[config.mk]
export PLATFORM = sky130hd
export DESIGN_NAME = sasl_top
export DESIGN_NICKNAME = d
export VERILOG_FILES = /design/src/common/sasl_pkg.sv /design/src/sasl_top.sv
export VERILOG_INCLUDE_DIRS = /design/src /design/src/common
export SDC_FILE = /design/constraint.sdc
export NUM_CORES = 1
export LEC_CHECK = 0
export BUFFER_PORTS_ARGS = -buffer_cell sky130_fd_sc_hd__buf_2
export CAP_MARGIN = 0
export CORE_UTILIZATION = 42
export CTS_BUF_LIST = sky130_fd_sc_hd__clkbuf_8
export DETAILED_ROUTE_END_ITERATION = 10
export PLACE_DENSITY_LB_ADDON = 0.3
export SYNTH_ARGS = -nofsm -noshare
export SYNTH_HDL_FRONTEND = slang
export SYNTH_SLANG_ARGS = --single-unit
export TNS_END_PERCENT = 100
[constraint.sdc]
create_clock -name sys_clk -period 6.3 [get_ports sys_clk]
set_input_delay 0.315 -clock sys_clk [delete_from_list [all_inputs] [get_ports sys_clk]]
set_output_delay 0.315 -clock sys_clk [all_outputs]
set_load 0.01 [all_outputs]
[src/common/sasl_params.svh]
// constants for the two-wire address and status block: offsets, resets, codes, timing
// assumes an 8-bit special-register port and a 125 MHz system clock
`ifndef SASL_PARAMS_SVH
`define SASL_PARAMS_SVH

`define SASL_STA_OFF        8'hC1
`define SASL_ADR_OFF        8'hC3
`define SASL_STA_RST        8'hF8
`define SASL_ADR_RST        8'h00
`define SASL_GC_BIT         0
`define SASL_RW_BIT         0

`define SASL_C_START        8'h08
`define SASL_C_RSTART       8'h10
`define SASL_C_AW_ACK       8'h18
`define SASL_C_AW_NACK      8'h20
`define SASL_C_DW_ACK       8'h28
`define SASL_C_DW_NACK      8'h30
`define SASL_C_ARB_LOST     8'h38
`define SASL_C_AR_ACK       8'h40
`define SASL_C_AR_NACK      8'h48
`define SASL_C_DR_ACK       8'h50
`define SASL_C_DR_NACK      8'h58
`define SASL_C_IDLE         8'hF8

`define SASL_SYS_CLK_NS     8
`define SASL_SCL_PERIOD_NS  160
`define SASL_QTR_CYC        ((`SASL_SCL_PERIOD_NS / 4 + `SASL_SYS_CLK_NS - 1) / `SASL_SYS_CLK_NS)
`define SASL_FIFO_DEPTH     32

`endif

[src/common/sasl_pkg.sv]
// types shared by the two-wire address and status block
// assumes the constants header is included by the design files
package sasl_pkg;

  // master engine states, gray along idle-start-hold-bit-ack
  typedef enum logic [2:0] {
    M_IDLE   = 3'b000,
    M_START  = 3'b001,
    M_HOLD   = 3'b011,
    M_BIT    = 3'b010,
    M_ACK    = 3'b110,
    M_STOP   = 3'b111,
    M_RSTART = 3'b101
  } sasl_mst_e;

  typedef struct packed {
    logic scl;
    logic sda;
  } sasl_wire_s;

  typedef struct packed {
    logic       wr;
    logic       rd;
    logic [7:0] addr;
    logic [7:0] wdata;
  } sasl_sfr_s;

endpackage

[src/sasl_top.sv]
// two-wire interface: own address recognition, master engine and status codes
// assumes open-drain pins resolved outside and a 125 MHz single clock
`timescale 1ns/1ps
`default_nettype none
`include "sasl_params.svh"

////////////////////////////////////////////////////////////////////////////////
module sasl_fifo #(
  parameter int WIDTH = 8,
  parameter int DEPTH = `SASL_FIFO_DEPTH
) (
  input  wire logic             clk,       // system clock
  input  wire logic             rst,       // synchronous reset
  input  wire logic             inValid,   // write request
  output var  logic             inReady,   // room available
  input  wire logic [WIDTH-1:0] inData,    // write word
  output var  logic             outValid,  // word available
  input  wire logic             outReady,  // read request
  output var  logic [WIDTH-1:0] outData    // head word
);
  localparam int AW = $clog2(DEPTH);
  logic [WIDTH-1:0] mem [DEPTH];
  logic [AW-1:0]    wp_q, wp_d, rp_q, rp_d;
  logic [AW:0]      cnt_q, cnt_d;
  logic             full_q, full_d, empty_q, empty_d, push, pop;

  always_comb begin
    push    = inValid && !full_q;
    pop     = outReady && !empty_q;
    wp_d    = push ? AW'(wp_q + 1'b1) : wp_q;
    rp_d    = pop ? AW'(rp_q + 1'b1) : rp_q;
    cnt_d   = (AW+1)'(cnt_q + {{AW{1'b0}}, push} - {{AW{1'b0}}, pop});
    full_d  = (cnt_d == (AW+1)'(DEPTH));
    empty_d = (cnt_d == '0);
  end

  always_ff @(posedge clk) begin
    if (rst) begin
      wp_q    <= '0;
      rp_q    <= '0;
      cnt_q   <= '0;
      full_q  <= 1'b0;
      empty_q <= 1'b1;
    end else begin
      wp_q    <= wp_d;
      rp_q    <= rp_d;
      cnt_q   <= cnt_d;
      full_q  <= full_d;
      empty_q <= empty_d;
    end
    if (push) begin
      mem[wp_q] <= inData;
    end
  end

  assign inReady  = !full_q;
  assign outValid = !empty_q;
  assign outData  = mem[rp_q];
endmodule

////////////////////////////////////////////////////////////////////////////////
// What this block does
// (RQ1) upper seven address bits hold own slave address, first received bit to top
// (RQ2) address bit zero enables recognition of general call address zero
// (RQ3) own address ignored entirely while acting as bus master
// (RQ4) an eight-bit status code names each condition, each code unique
// (RQ5) low three status bits read zero while the interrupt flag is set
// (RQ6) software reads status only with flag set and never writes it; here a status write lands unless hardware updates the code
// (RQ7) master reports 0x08 after start and 0x10 after repeated start
// (RQ8) address with write: 0x18 when acknowledged, 0x20 when not
// (RQ9) data sent: 0x28 acknowledged, 0x30 not; 0x38 on lost arbitration
// (RQ10) address with read: 0x40 when acknowledged, 0x48 when not
// (RQ11) byte received: 0x50 after sending ack, 0x58 after sending nack
// (RQ12) acknowledge control cleared makes the next received byte get a nack
// (RQ13) software clears stop request before setting start for repeated start
// (RQ14) idle code 0xF8 never sets the flag; every other condition does
// (RQ15) seven received bits compared with own address, eighth is direction
// (RQ16) code changes together with flag set and holds until flag cleared; a software status write still changes it with the flag set
module sasl_top (
  input  wire logic                sys_clk,        // system clock
  input  wire logic                rst,            // synchronous reset
  input  wire sasl_pkg::sasl_sfr_s sfrBus,         // register port request
  output var  logic [7:0]          sfrRdData,      // register read data
  input  wire sasl_pkg::sasl_wire_s pinIn,         // line levels
  output var  sasl_pkg::sasl_wire_s pinOut,        // driven level, always low
  output var  sasl_pkg::sasl_wire_s pinOe,         // pull-low enables
  input  wire logic                beginCondReq,   // start request
  input  wire logic                endCondReq,     // stop request
  input  wire logic                assertAckCtl,   // ack for received bytes
  input  wire logic                siClear,        // clears the flag
  output var  logic                serialIntFlag,  // condition flag
  input  wire logic [7:0]          txData,         // byte to send
  input  wire logic                txValid,        // byte offered
  output var  logic                txReady,        // byte accepted
  output var  logic [7:0]          rxData,         // received byte
  output var  logic                rxValid,        // received byte strobe
  output var  logic                slaveAddrHit,   // own address or general call seen
  output var  logic                generalCallHit, // general call seen
  output var  logic                masterActive    // master engine busy
);
  import sasl_pkg::*;

  localparam logic [9:0] QTR = 10'(`SASL_QTR_CYC - 1);

  function automatic logic ownMatch(input logic [7:0] rx, input logic [7:0] own);
    ownMatch = (rx[7:1] == own[7:1]);
  endfunction

  function automatic logic gcMatch(input logic [7:0] rx, input logic [7:0] own);
    gcMatch = (rx[7:1] == 7'h00) && own[`SASL_GC_BIT];
  endfunction

  sasl_wire_s pinS1_q, pinS2_q, pinP_q, pinOe_q, pinOe_d;
  logic [9:0] div_q, div_d;
  logic       tick;
  sasl_mst_e  st_q, st_d;
  logic [1:0] ph_q, ph_d;
  logic [2:0] bitCnt_q, bitCnt_d;
  logic [7:0] sh_q, sh_d, code_q, code_d, adr_q, adr_d, rx_q, rx_d, rd_q, rd_d;
  logic       isAddr_q, isAddr_d, readDir_q, readDir_d, rxMode_q, rxMode_d;
  logic       aaLatch_q, aaLatch_d, ackSeen_q, ackSeen_d, rep_q, rep_d;
  logic       sclOe_q, sclOe_d, sdaOe_q, sdaOe_d, si_q, si_d, rxV_q, rxV_d;
  logic       mst_q, siSet, codeUpd, arbLost;
  logic       fifoValid, fifoPop;
  logic [7:0] fifoData, statusView;
  logic       busBusy_q, busBusy_d, wAct_q, wAct_d, hit_q, hit_d, gc_q, gc_d;
  logic       slvAck_q, slvAck_d, hitSet, wEval;
  logic [3:0] wCnt_q, wCnt_d;
  logic [7:0] wSh_q, wSh_d;
  logic       startDet, stopDet, sclRise, sclFall;

  sasl_fifo #(.WIDTH(8), .DEPTH(`SASL_FIFO_DEPTH)) txFifo (
    .clk      (sys_clk),
    .rst      (rst),
    .inValid  (txValid),
    .inReady  (txReady),
    .inData   (txData),
    .outValid (fifoValid),
    .outReady (fifoPop),
    .outData  (fifoData)
  );

  //////////////////////////////////////////////////////////////////////////////
  // bus watcher: start/stop detection and own address recognition
  always_comb begin
    startDet  = pinS2_q.scl && pinP_q.scl && pinP_q.sda && !pinS2_q.sda;
    stopDet   = pinS2_q.scl && pinP_q.scl && !pinP_q.sda && pinS2_q.sda;
    sclRise   = pinS2_q.scl && !pinP_q.scl;
    sclFall   = !pinS2_q.scl && pinP_q.scl;
    busBusy_d = busBusy_q;
    wAct_d    = wAct_q;
    wCnt_d    = wCnt_q;
    wSh_d     = wSh_q;
    hit_d     = hit_q;
    gc_d      = gc_q;
    slvAck_d  = slvAck_q;
    wEval     = sclFall && wAct_q && (wCnt_q == 4'd8);
    // (RQ3) master ignores own address
    hitSet    = wEval && !mst_q && (ownMatch(wSh_q, adr_q) || gcMatch(wSh_q, adr_q));
    if (startDet) begin
      busBusy_d = 1'b1;
      wAct_d    = 1'b1;
      wCnt_d    = 4'd0;
      hit_d     = 1'b0;
      gc_d      = 1'b0;
    end else if (stopDet) begin
      busBusy_d = 1'b0;
      wAct_d    = 1'b0;
      hit_d     = 1'b0;
      gc_d      = 1'b0;
      slvAck_d  = 1'b0;
    end else if (sclRise && wAct_q && (wCnt_q < 4'd8)) begin
      // (RQ15) first bit lands in the top position
      wSh_d  = {wSh_q[6:0], pinS2_q.sda};
      wCnt_d = 4'(wCnt_q + 1'b1);
    end else if (wEval) begin
      // (RQ1) (RQ2) address or general call hit
      wAct_d   = 1'b0;
      hit_d    = hitSet;
      gc_d     = hitSet && gcMatch(wSh_q, adr_q);
      slvAck_d = hitSet;
    end else if (sclFall && slvAck_q) begin
      slvAck_d = 1'b0;
    end
  end

  //////////////////////////////////////////////////////////////////////////////
  // master engine and status code
  always_comb begin
    div_d     = (div_q == QTR) ? 10'h000 : 10'(div_q + 1'b1);
    tick      = (div_q == QTR);
    st_d      = st_q;
    ph_d      = ph_q;
    bitCnt_d  = bitCnt_q;
    sh_d      = sh_q;
    isAddr_d  = isAddr_q;
    readDir_d = readDir_q;
    rxMode_d  = rxMode_q;
    aaLatch_d = aaLatch_q;
    ackSeen_d = ackSeen_q;
    rep_d     = rep_q;
    sclOe_d   = sclOe_q;
    sdaOe_d   = sdaOe_q;
    code_d    = code_q;
    rx_d      = rx_q;
    rxV_d     = 1'b0;
    siSet     = 1'b0;
    codeUpd   = 1'b0;
    arbLost   = 1'b0;
    fifoPop   = 1'b0;
    case (st_q)
      M_IDLE: begin
        sclOe_d = 1'b0;
        sdaOe_d = 1'b0;
        if (tick && beginCondReq && !busBusy_q) begin
          st_d  = M_START;
          ph_d  = 2'd0;
          rep_d = 1'b0;
        end
      end
      M_START: if (tick) begin
        if (ph_q == 2'd0) begin
          sdaOe_d = 1'b1;
          ph_d    = 2'd1;
        end else begin
          // (RQ7) start or repeated start code
          sclOe_d  = 1'b1;
          code_d   = rep_q ? `SASL_C_RSTART : `SASL_C_START;
          codeUpd  = 1'b1;
          siSet    = 1'b1;
          isAddr_d = 1'b1;
          rxMode_d = 1'b0;
          st_d     = M_HOLD;
        end
      end
      M_HOLD: if (tick && !si_q) begin
        ph_d     = 2'd0;
        bitCnt_d = 3'd7;
        if (endCondReq) begin
          st_d = M_STOP;
        end else if (beginCondReq) begin
          st_d = M_RSTART;
        end else if (rxMode_q) begin
          // (RQ12) acknowledge choice taken per received byte
          aaLatch_d = assertAckCtl;
          st_d      = M_BIT;
        end else if (fifoValid) begin
          fifoPop = 1'b1;
          sh_d    = fifoData;
          if (isAddr_q) begin
            readDir_d = fifoData[`SASL_RW_BIT];
          end
          st_d = M_BIT;
        end
      end
      M_BIT: if (tick) begin
        ph_d = 2'(ph_q + 1'b1);
        case (ph_q)
          2'd0: sdaOe_d = !rxMode_q && !sh_q[7];
          2'd1: sclOe_d = 1'b0;
          2'd2: begin
            if (!pinS2_q.scl) begin
              ph_d = ph_q;
            end else if (!rxMode_q && !sdaOe_q && !pinS2_q.sda) begin
              arbLost = 1'b1;
            end else begin
              sh_d = {sh_q[6:0], pinS2_q.sda};
            end
          end
          default: begin
            sclOe_d = 1'b1;
            if (bitCnt_q == 3'd0) begin
              st_d = M_ACK;
            end else begin
              bitCnt_d = 3'(bitCnt_q - 1'b1);
            end
          end
        endcase
        if (arbLost) begin
          // (RQ9) arbitration lost releases the bus
          st_d    = M_IDLE;
          sclOe_d = 1'b0;
          sdaOe_d = 1'b0;
          code_d  = `SASL_C_ARB_LOST;
          codeUpd = 1'b1;
          siSet   = 1'b1;
        end
      end
      M_ACK: if (tick) begin
        ph_d = 2'(ph_q + 1'b1);
        case (ph_q)
          2'd0: sdaOe_d = rxMode_q && aaLatch_q;
          2'd1: sclOe_d = 1'b0;
          2'd2: begin
            if (pinS2_q.scl) begin
              ackSeen_d = !pinS2_q.sda;
            end else begin
              ph_d = ph_q;
            end
          end
          default: begin
            sclOe_d = 1'b1;
            sdaOe_d = 1'b0;
            st_d    = M_HOLD;
            siSet   = 1'b1;
            codeUpd = 1'b1;
            // (RQ8) (RQ10) address codes, (RQ9) (RQ11) data codes
            if (isAddr_q) begin
              if (readDir_q) begin
                code_d = ackSeen_q ? `SASL_C_AR_ACK : `SASL_C_AR_NACK;
              end else begin
                code_d = ackSeen_q ? `SASL_C_AW_ACK : `SASL_C_AW_NACK;
              end
              rxMode_d = readDir_q && ackSeen_q;
            end else if (rxMode_q) begin
              code_d = aaLatch_q ? `SASL_C_DR_ACK : `SASL_C_DR_NACK;
              rx_d   = sh_q;
              rxV_d  = 1'b1;
            end else begin
              code_d = ackSeen_q ? `SASL_C_DW_ACK : `SASL_C_DW_NACK;
            end
            isAddr_d = 1'b0;
          end
        endcase
      end
      M_STOP: if (tick) begin
        ph_d = 2'(ph_q + 1'b1);
        case (ph_q)
          2'd0: sdaOe_d = 1'b1;
          2'd1: sclOe_d = 1'b0;
          2'd2: begin
            if (pinS2_q.scl) begin
              sdaOe_d = 1'b0;
            end else begin
              ph_d = ph_q;
            end
          end
          default: begin
            // (RQ14) idle code without the flag
            st_d    = M_IDLE;
            code_d  = `SASL_C_IDLE;
            codeUpd = 1'b1;
          end
        endcase
      end
      M_RSTART: if (tick) begin
        ph_d = 2'(ph_q + 1'b1);
        case (ph_q)
          2'd0: sdaOe_d = 1'b0;
          2'd1: sclOe_d = 1'b0;
          2'd2: if (!pinS2_q.scl) ph_d = ph_q;
          default: begin
            sdaOe_d = 1'b1;
            rep_d   = 1'b1;
            ph_d    = 2'd1;
            st_d    = M_START;
          end
        endcase
      end
      default: st_d = M_IDLE;
    endcase
    // (RQ16) a new event sets the flag, set beats clear
    si_d = siSet || (si_q && !siClear);
    // (RQ6) software write lands only when hardware is not updating
    if (sfrBus.wr && sfrBus.addr == `SASL_STA_OFF && !codeUpd) begin
      code_d = sfrBus.wdata;
    end
    adr_d = (sfrBus.wr && sfrBus.addr == `SASL_ADR_OFF) ? sfrBus.wdata : adr_q;
    // (RQ4) (RQ5) low bits masked while flag set
    statusView = si_q ? {code_q[7:3], 3'b000} : code_q;
    rd_d = rd_q;
    if (sfrBus.rd) begin
      rd_d = (sfrBus.addr == `SASL_STA_OFF) ? statusView :
             (sfrBus.addr == `SASL_ADR_OFF) ? adr_q : 8'h00;
    end
    pinOe_d.scl = sclOe_d;
    pinOe_d.sda = sdaOe_d || slvAck_d;
  end

  //////////////////////////////////////////////////////////////////////////////
  always_ff @(posedge sys_clk) begin
    pinS1_q <= pinIn;
    pinS2_q <= pinS1_q;
    if (rst) begin
      pinP_q    <= '1;
      div_q     <= 10'h000;
      st_q      <= M_IDLE;
      ph_q      <= 2'd0;
      bitCnt_q  <= 3'd0;
      sh_q      <= 8'h00;
      isAddr_q  <= 1'b0;
      readDir_q <= 1'b0;
      rxMode_q  <= 1'b0;
      aaLatch_q <= 1'b0;
      ackSeen_q <= 1'b0;
      rep_q     <= 1'b0;
      sclOe_q   <= 1'b0;
      sdaOe_q   <= 1'b0;
      si_q      <= 1'b0;
      code_q    <= `SASL_STA_RST;
      adr_q     <= `SASL_ADR_RST;
      rx_q      <= 8'h00;
      rxV_q     <= 1'b0;
      rd_q      <= 8'h00;
      mst_q     <= 1'b0;
      pinOe_q   <= '0;
      busBusy_q <= 1'b0;
      wAct_q    <= 1'b0;
      wCnt_q    <= 4'd0;
      wSh_q     <= 8'h00;
      hit_q     <= 1'b0;
      gc_q      <= 1'b0;
      slvAck_q  <= 1'b0;
    end else begin
      pinP_q    <= pinS2_q;
      div_q     <= div_d;
      st_q      <= st_d;
      ph_q      <= ph_d;
      bitCnt_q  <= bitCnt_d;
      sh_q      <= sh_d;
      isAddr_q  <= isAddr_d;
      readDir_q <= readDir_d;
      rxMode_q  <= rxMode_d;
      aaLatch_q <= aaLatch_d;
      ackSeen_q <= ackSeen_d;
      rep_q     <= rep_d;
      sclOe_q   <= sclOe_d;
      sdaOe_q   <= sdaOe_d;
      si_q      <= si_d;
      code_q    <= code_d;
      adr_q     <= adr_d;
      rx_q      <= rx_d;
      rxV_q     <= rxV_d;
      rd_q      <= rd_d;
      mst_q     <= (st_d != M_IDLE);
      pinOe_q   <= pinOe_d;
      busBusy_q <= busBusy_d;
      wAct_q    <= wAct_d;
      wCnt_q    <= wCnt_d;
      wSh_q     <= wSh_d;
      hit_q     <= hit_d;
      gc_q      <= gc_d;
      slvAck_q  <= slvAck_d;
    end
  end

  assign sfrRdData      = rd_q;
  assign pinOut         = '0;
  assign pinOe          = pinOe_q;
  assign serialIntFlag  = si_q;
  assign rxData         = rx_q;
  assign rxValid        = rxV_q;
  assign slaveAddrHit   = hit_q;
  assign generalCallHit = gc_q;
  assign masterActive   = mst_q;
endmodule
`default_nettype wire

==> flow_metrics.tcl <==
set metrics [dict create \
    antenna-diode-count 0 \
    core_region_area_um2 36790 \
    layout.cells.most_common "sky130_fd_sc_hd__edfxtp_1" \
    fmax_mhz 265.0 \
    pin_count 61 \
    grt_first_pass_wirelength_um 55410 \
    postCtsSetupRepairBufs 0 \
    cts_max_level 2 \
    clkSinkCount 372 \
    hpwl_um 22940 \
    min_path_type "input pin to flip-flop" \
    grt_met1_usage 0.2400 \
    cts_buf_count 59 \
    grt_overflow_total 0 \
    total_power_mw 4.881 \
    power_leakage_nw 5.975 \
    placed_cells_incl_taps 1655 \
    cap_viol_max_count 0 \
    groute.usage.overall 0.1882 \
    clock-root-buffer "sky130_fd_sc_hd__clkbuf_8" \
    antenna_found_initial 0 \
    detail_route.vias_per_cell 5.666 \
    timing.setup.critical_path_class "flip-flop to flip-flop" \
    globalRouteMet2Util 0.3225 \
    fin_worst_skew_ns 0.02219 \
    fin_nets 1321 \
    ir_drop_worst_vdd_uv 195.2 \
    synth-seq-cells 372 \
    syn2layout_area_growth_pct 11.58 \
    drt-initial-drc-count 664 \
    met3_usage 0.03198 \
    critPathRequiredTime_ns 6.85 \
    ant_nets 0 \
    layout_common_cells "sky130_fd_sc_hd__edfxtp_1, sky130_fd_sc_hd__dfxtp_1, sky130_fd_sc_hd__nor2_1" \
    floorplan.initialDensity 0.4285 \
    yosys_most_used_dff "sky130_fd_sc_hd__edfxtp_1" \
    worst-path-max-fanout 26 \
    power.density_nw_per_um2 277.5 \
    worst_setup_ep_type "flip-flop" \
    numPortBuffers 58 \
    routabilityCongestion 0.8601 \
    post_synth.cell_area_avg_um2 13.21 \
    report.final.setup_viol 0 \
    synthCells 1193 \
    dieWidth_um 195.7 \
    fillers 3245 \
    route.vias.total 10080 \
    num_rows 70 \
    worst_skew_pair.late_latency_ns 0.63 \
    worst-endpoint-arrival_ns 4.32 \
    yosysSeqAreaShare 0.6350 \
    report.final.hold_viol_count 0 \
    finalWirelength_um 36280 \
    dr.pass1.iters 5 \
    final.period_utilization 0.5989 \
    layout.cell_area.non_filler_um2 17590 \
    grt_max_degree 80 \
    busiest_layer "met2" \
    setup_repair_after_global_routing_missed_its_margin "no" \
    number_of_global_route_vias_before_repair 9964 \
    worstMarginPinSlew_ns 1.069 \
    multi_input_comb_area_um2 5311 \
    run_status "finished clean" \
    setup_tns_ns 0 \
    die-height_um 195.7 \
    cts-resized-gates 0 \
    post_synth_instance_area_um2 15760 \
    final-instance-count-excl-fill 1779 \
    die_area_um2 38310 \
    worstSetupStartpointType "flip-flop" \
    route.detailed.wl_per_inst_um 20.39 \
    seq_area_um2 10020 \
    cts.clk_slew.worst_paths_ns 0.06 \
    slew_headroom 0.2874 \
    drive_above_1_share 0.1716 \
    synth-async-reset-ratio 0 \
    synth_enable_flop_cells 256 \
    period_needed_ns 3.773 \
    cts_tree "done" \
    post_cts_hold_buffer_count 12 \
    post_synth_num_cell_types 76 \
    ys.warnings.count 0 \
    post_dp_cell_area_um2 16400 \
    final-max-slew-violation-count 0 \
    number_of_remaining_drc_errors 0 \
    clockBufferDepth 3 \
]
## power by group
part	internal, mW	leakage, nW	switching (mW)
Sequential	2.67	3.25	0.0306
Clock	0.906	0.659	0.943
Combinational	0.123	2.07	0.211
Total	3.70	5.98	1.18
## sequential cells by signal (all words and copies together) (netlist names), 2 cells and up, named ones only
register,count
code_q,8
pinS2_q,2
txFifo.mem,256
sh_q,8
bitCnt_q,3
wCnt_q,4
txFifo.cnt_q,6
adr_q,8
wSh_q,8
ph_q,2
txFifo.wp_q,5
rxData,8
pinP_q,2
sfrRdData,8
txFifo.rp_q,5
st_q,3
pinS1_q,2
div_q,10
## logic make-up (layout without fill, tap and decap cells)
kind of cell / count (synthesis) / count (layout) / share of synthesized area
AO/OA/AOI/OAI: 242 / 242 / 0.1104
AND/OR/NAND/NOR: 326 / 326 / 0.1054
XOR/XNOR: 30 / 30 / 0.01667
multiplexers: 87 / 87 / 0.08287
adder cells (fa/ha/maj): 26 / 26 / 0.02111
buffers and inverters: 109 / 226 / 0.02826
flip-flops: 372 / 372 / 0.6350
other: 1 / 2 / 0.0002379
## critical path, cell delays in order (launching register included)
cell and delay (ns):
sky130_fd_sc_hd__dfxtp_1 0.84, sky130_fd_sc_hd__nand3b_1 0.26, sky130_fd_sc_hd__or4_4 0.64, sky130_fd_sc_hd__nor2_2 0.21, sky130_fd_sc_hd__ha_1 0.17, sky130_fd_sc_hd__inv_1 0.04
sky130_fd_sc_hd__ha_1 0.23, sky130_fd_sc_hd__fa_1 0.45, sky130_fd_sc_hd__a21o_1 0.20, sky130_fd_sc_hd__a21oi_1 0.18, sky130_fd_sc_hd__xor2_1 0.23, sky130_fd_sc_hd__nand3_1 0.09
sky130_fd_sc_hd__a21oi_1 0.16
## stage by stage
step           hold WS [ns]  setup slack (ns)    util
2_1_floorplan        0.3096             3.073       -
3_3_place_gp         0.3186             2.696  0.4458
3_5_place_dp         0.3164             2.585  0.4458
4_1_cts            0.007627             2.561  0.4781
5_1_grt             0.05216             2.199  0.4781
6_report            0.04839             2.527  0.4781
## metal layers
metal | share of wire | wire length, µm | vias up
li1 | - | - | 4707
met1 | 0.43 | 15660 | 4955
met2 | 0.49 | 17600 | 336
met3 | 0.056 | 2015 | 81
met4 | 0.028 | 1001 | 0
met5 | 0 | 0 | -
## synthesized netlist by cell type (17+ instances only)
cell,n,share of area
sky130_fd_sc_hd__a211oi_1,23,0.011
sky130_fd_sc_hd__a21oi_1,57,0.018
sky130_fd_sc_hd__buf_2,17,0.0054
sky130_fd_sc_hd__clkbuf_1,39,0.0093
sky130_fd_sc_hd__dfxtp_1,116,0.15
sky130_fd_sc_hd__edfxtp_1,256,0.49
sky130_fd_sc_hd__ha_1,25,0.020
sky130_fd_sc_hd__inv_1,36,0.0086
sky130_fd_sc_hd__mux2_2,18,0.013
sky130_fd_sc_hd__mux2i_1,36,0.023
sky130_fd_sc_hd__mux4_2,33,0.047
sky130_fd_sc_hd__nand2_1,77,0.018
sky130_fd_sc_hd__nand3_1,18,0.0057
sky130_fd_sc_hd__nor2_1,102,0.024
sky130_fd_sc_hd__nor3_1,21,0.0067
sky130_fd_sc_hd__o21ai_0,21,0.0067
sky130_fd_sc_hd__xnor2_1,17,0.0094
## area by class of cell
| cell class | instances | share of cell area |
|---|---|---|
| tap | 468 | 0.03329 |
| sequential | 372 | 0.5695 |
| inverter | 36 | 0.007683 |
| timing repair buffer | 78 | 0.02675 |
| multi-input combinational | 713 | 0.3020 |
| clock buffer | 61 | 0.04773 |
| clock inverter | 51 | 0.01309 |
## path summary, 6_finish.rpt
path / startpoint / endpoint / slack (ns) / cells past startpoint
worst max-delay path: st_q[1] / txFifo.empty_q / 2.53 / 12
worst min-delay path: sfrBus[17] / adr_q[2] / 0.05 / 3
worst max register to register: st_q[1] / txFifo.empty_q / 2.53 / 12
worst min register to register: pinS1_q[0] / pinS2_q[0] / 0.33 / 0
No activity file was read; power rests on OpenSTA's default activity.
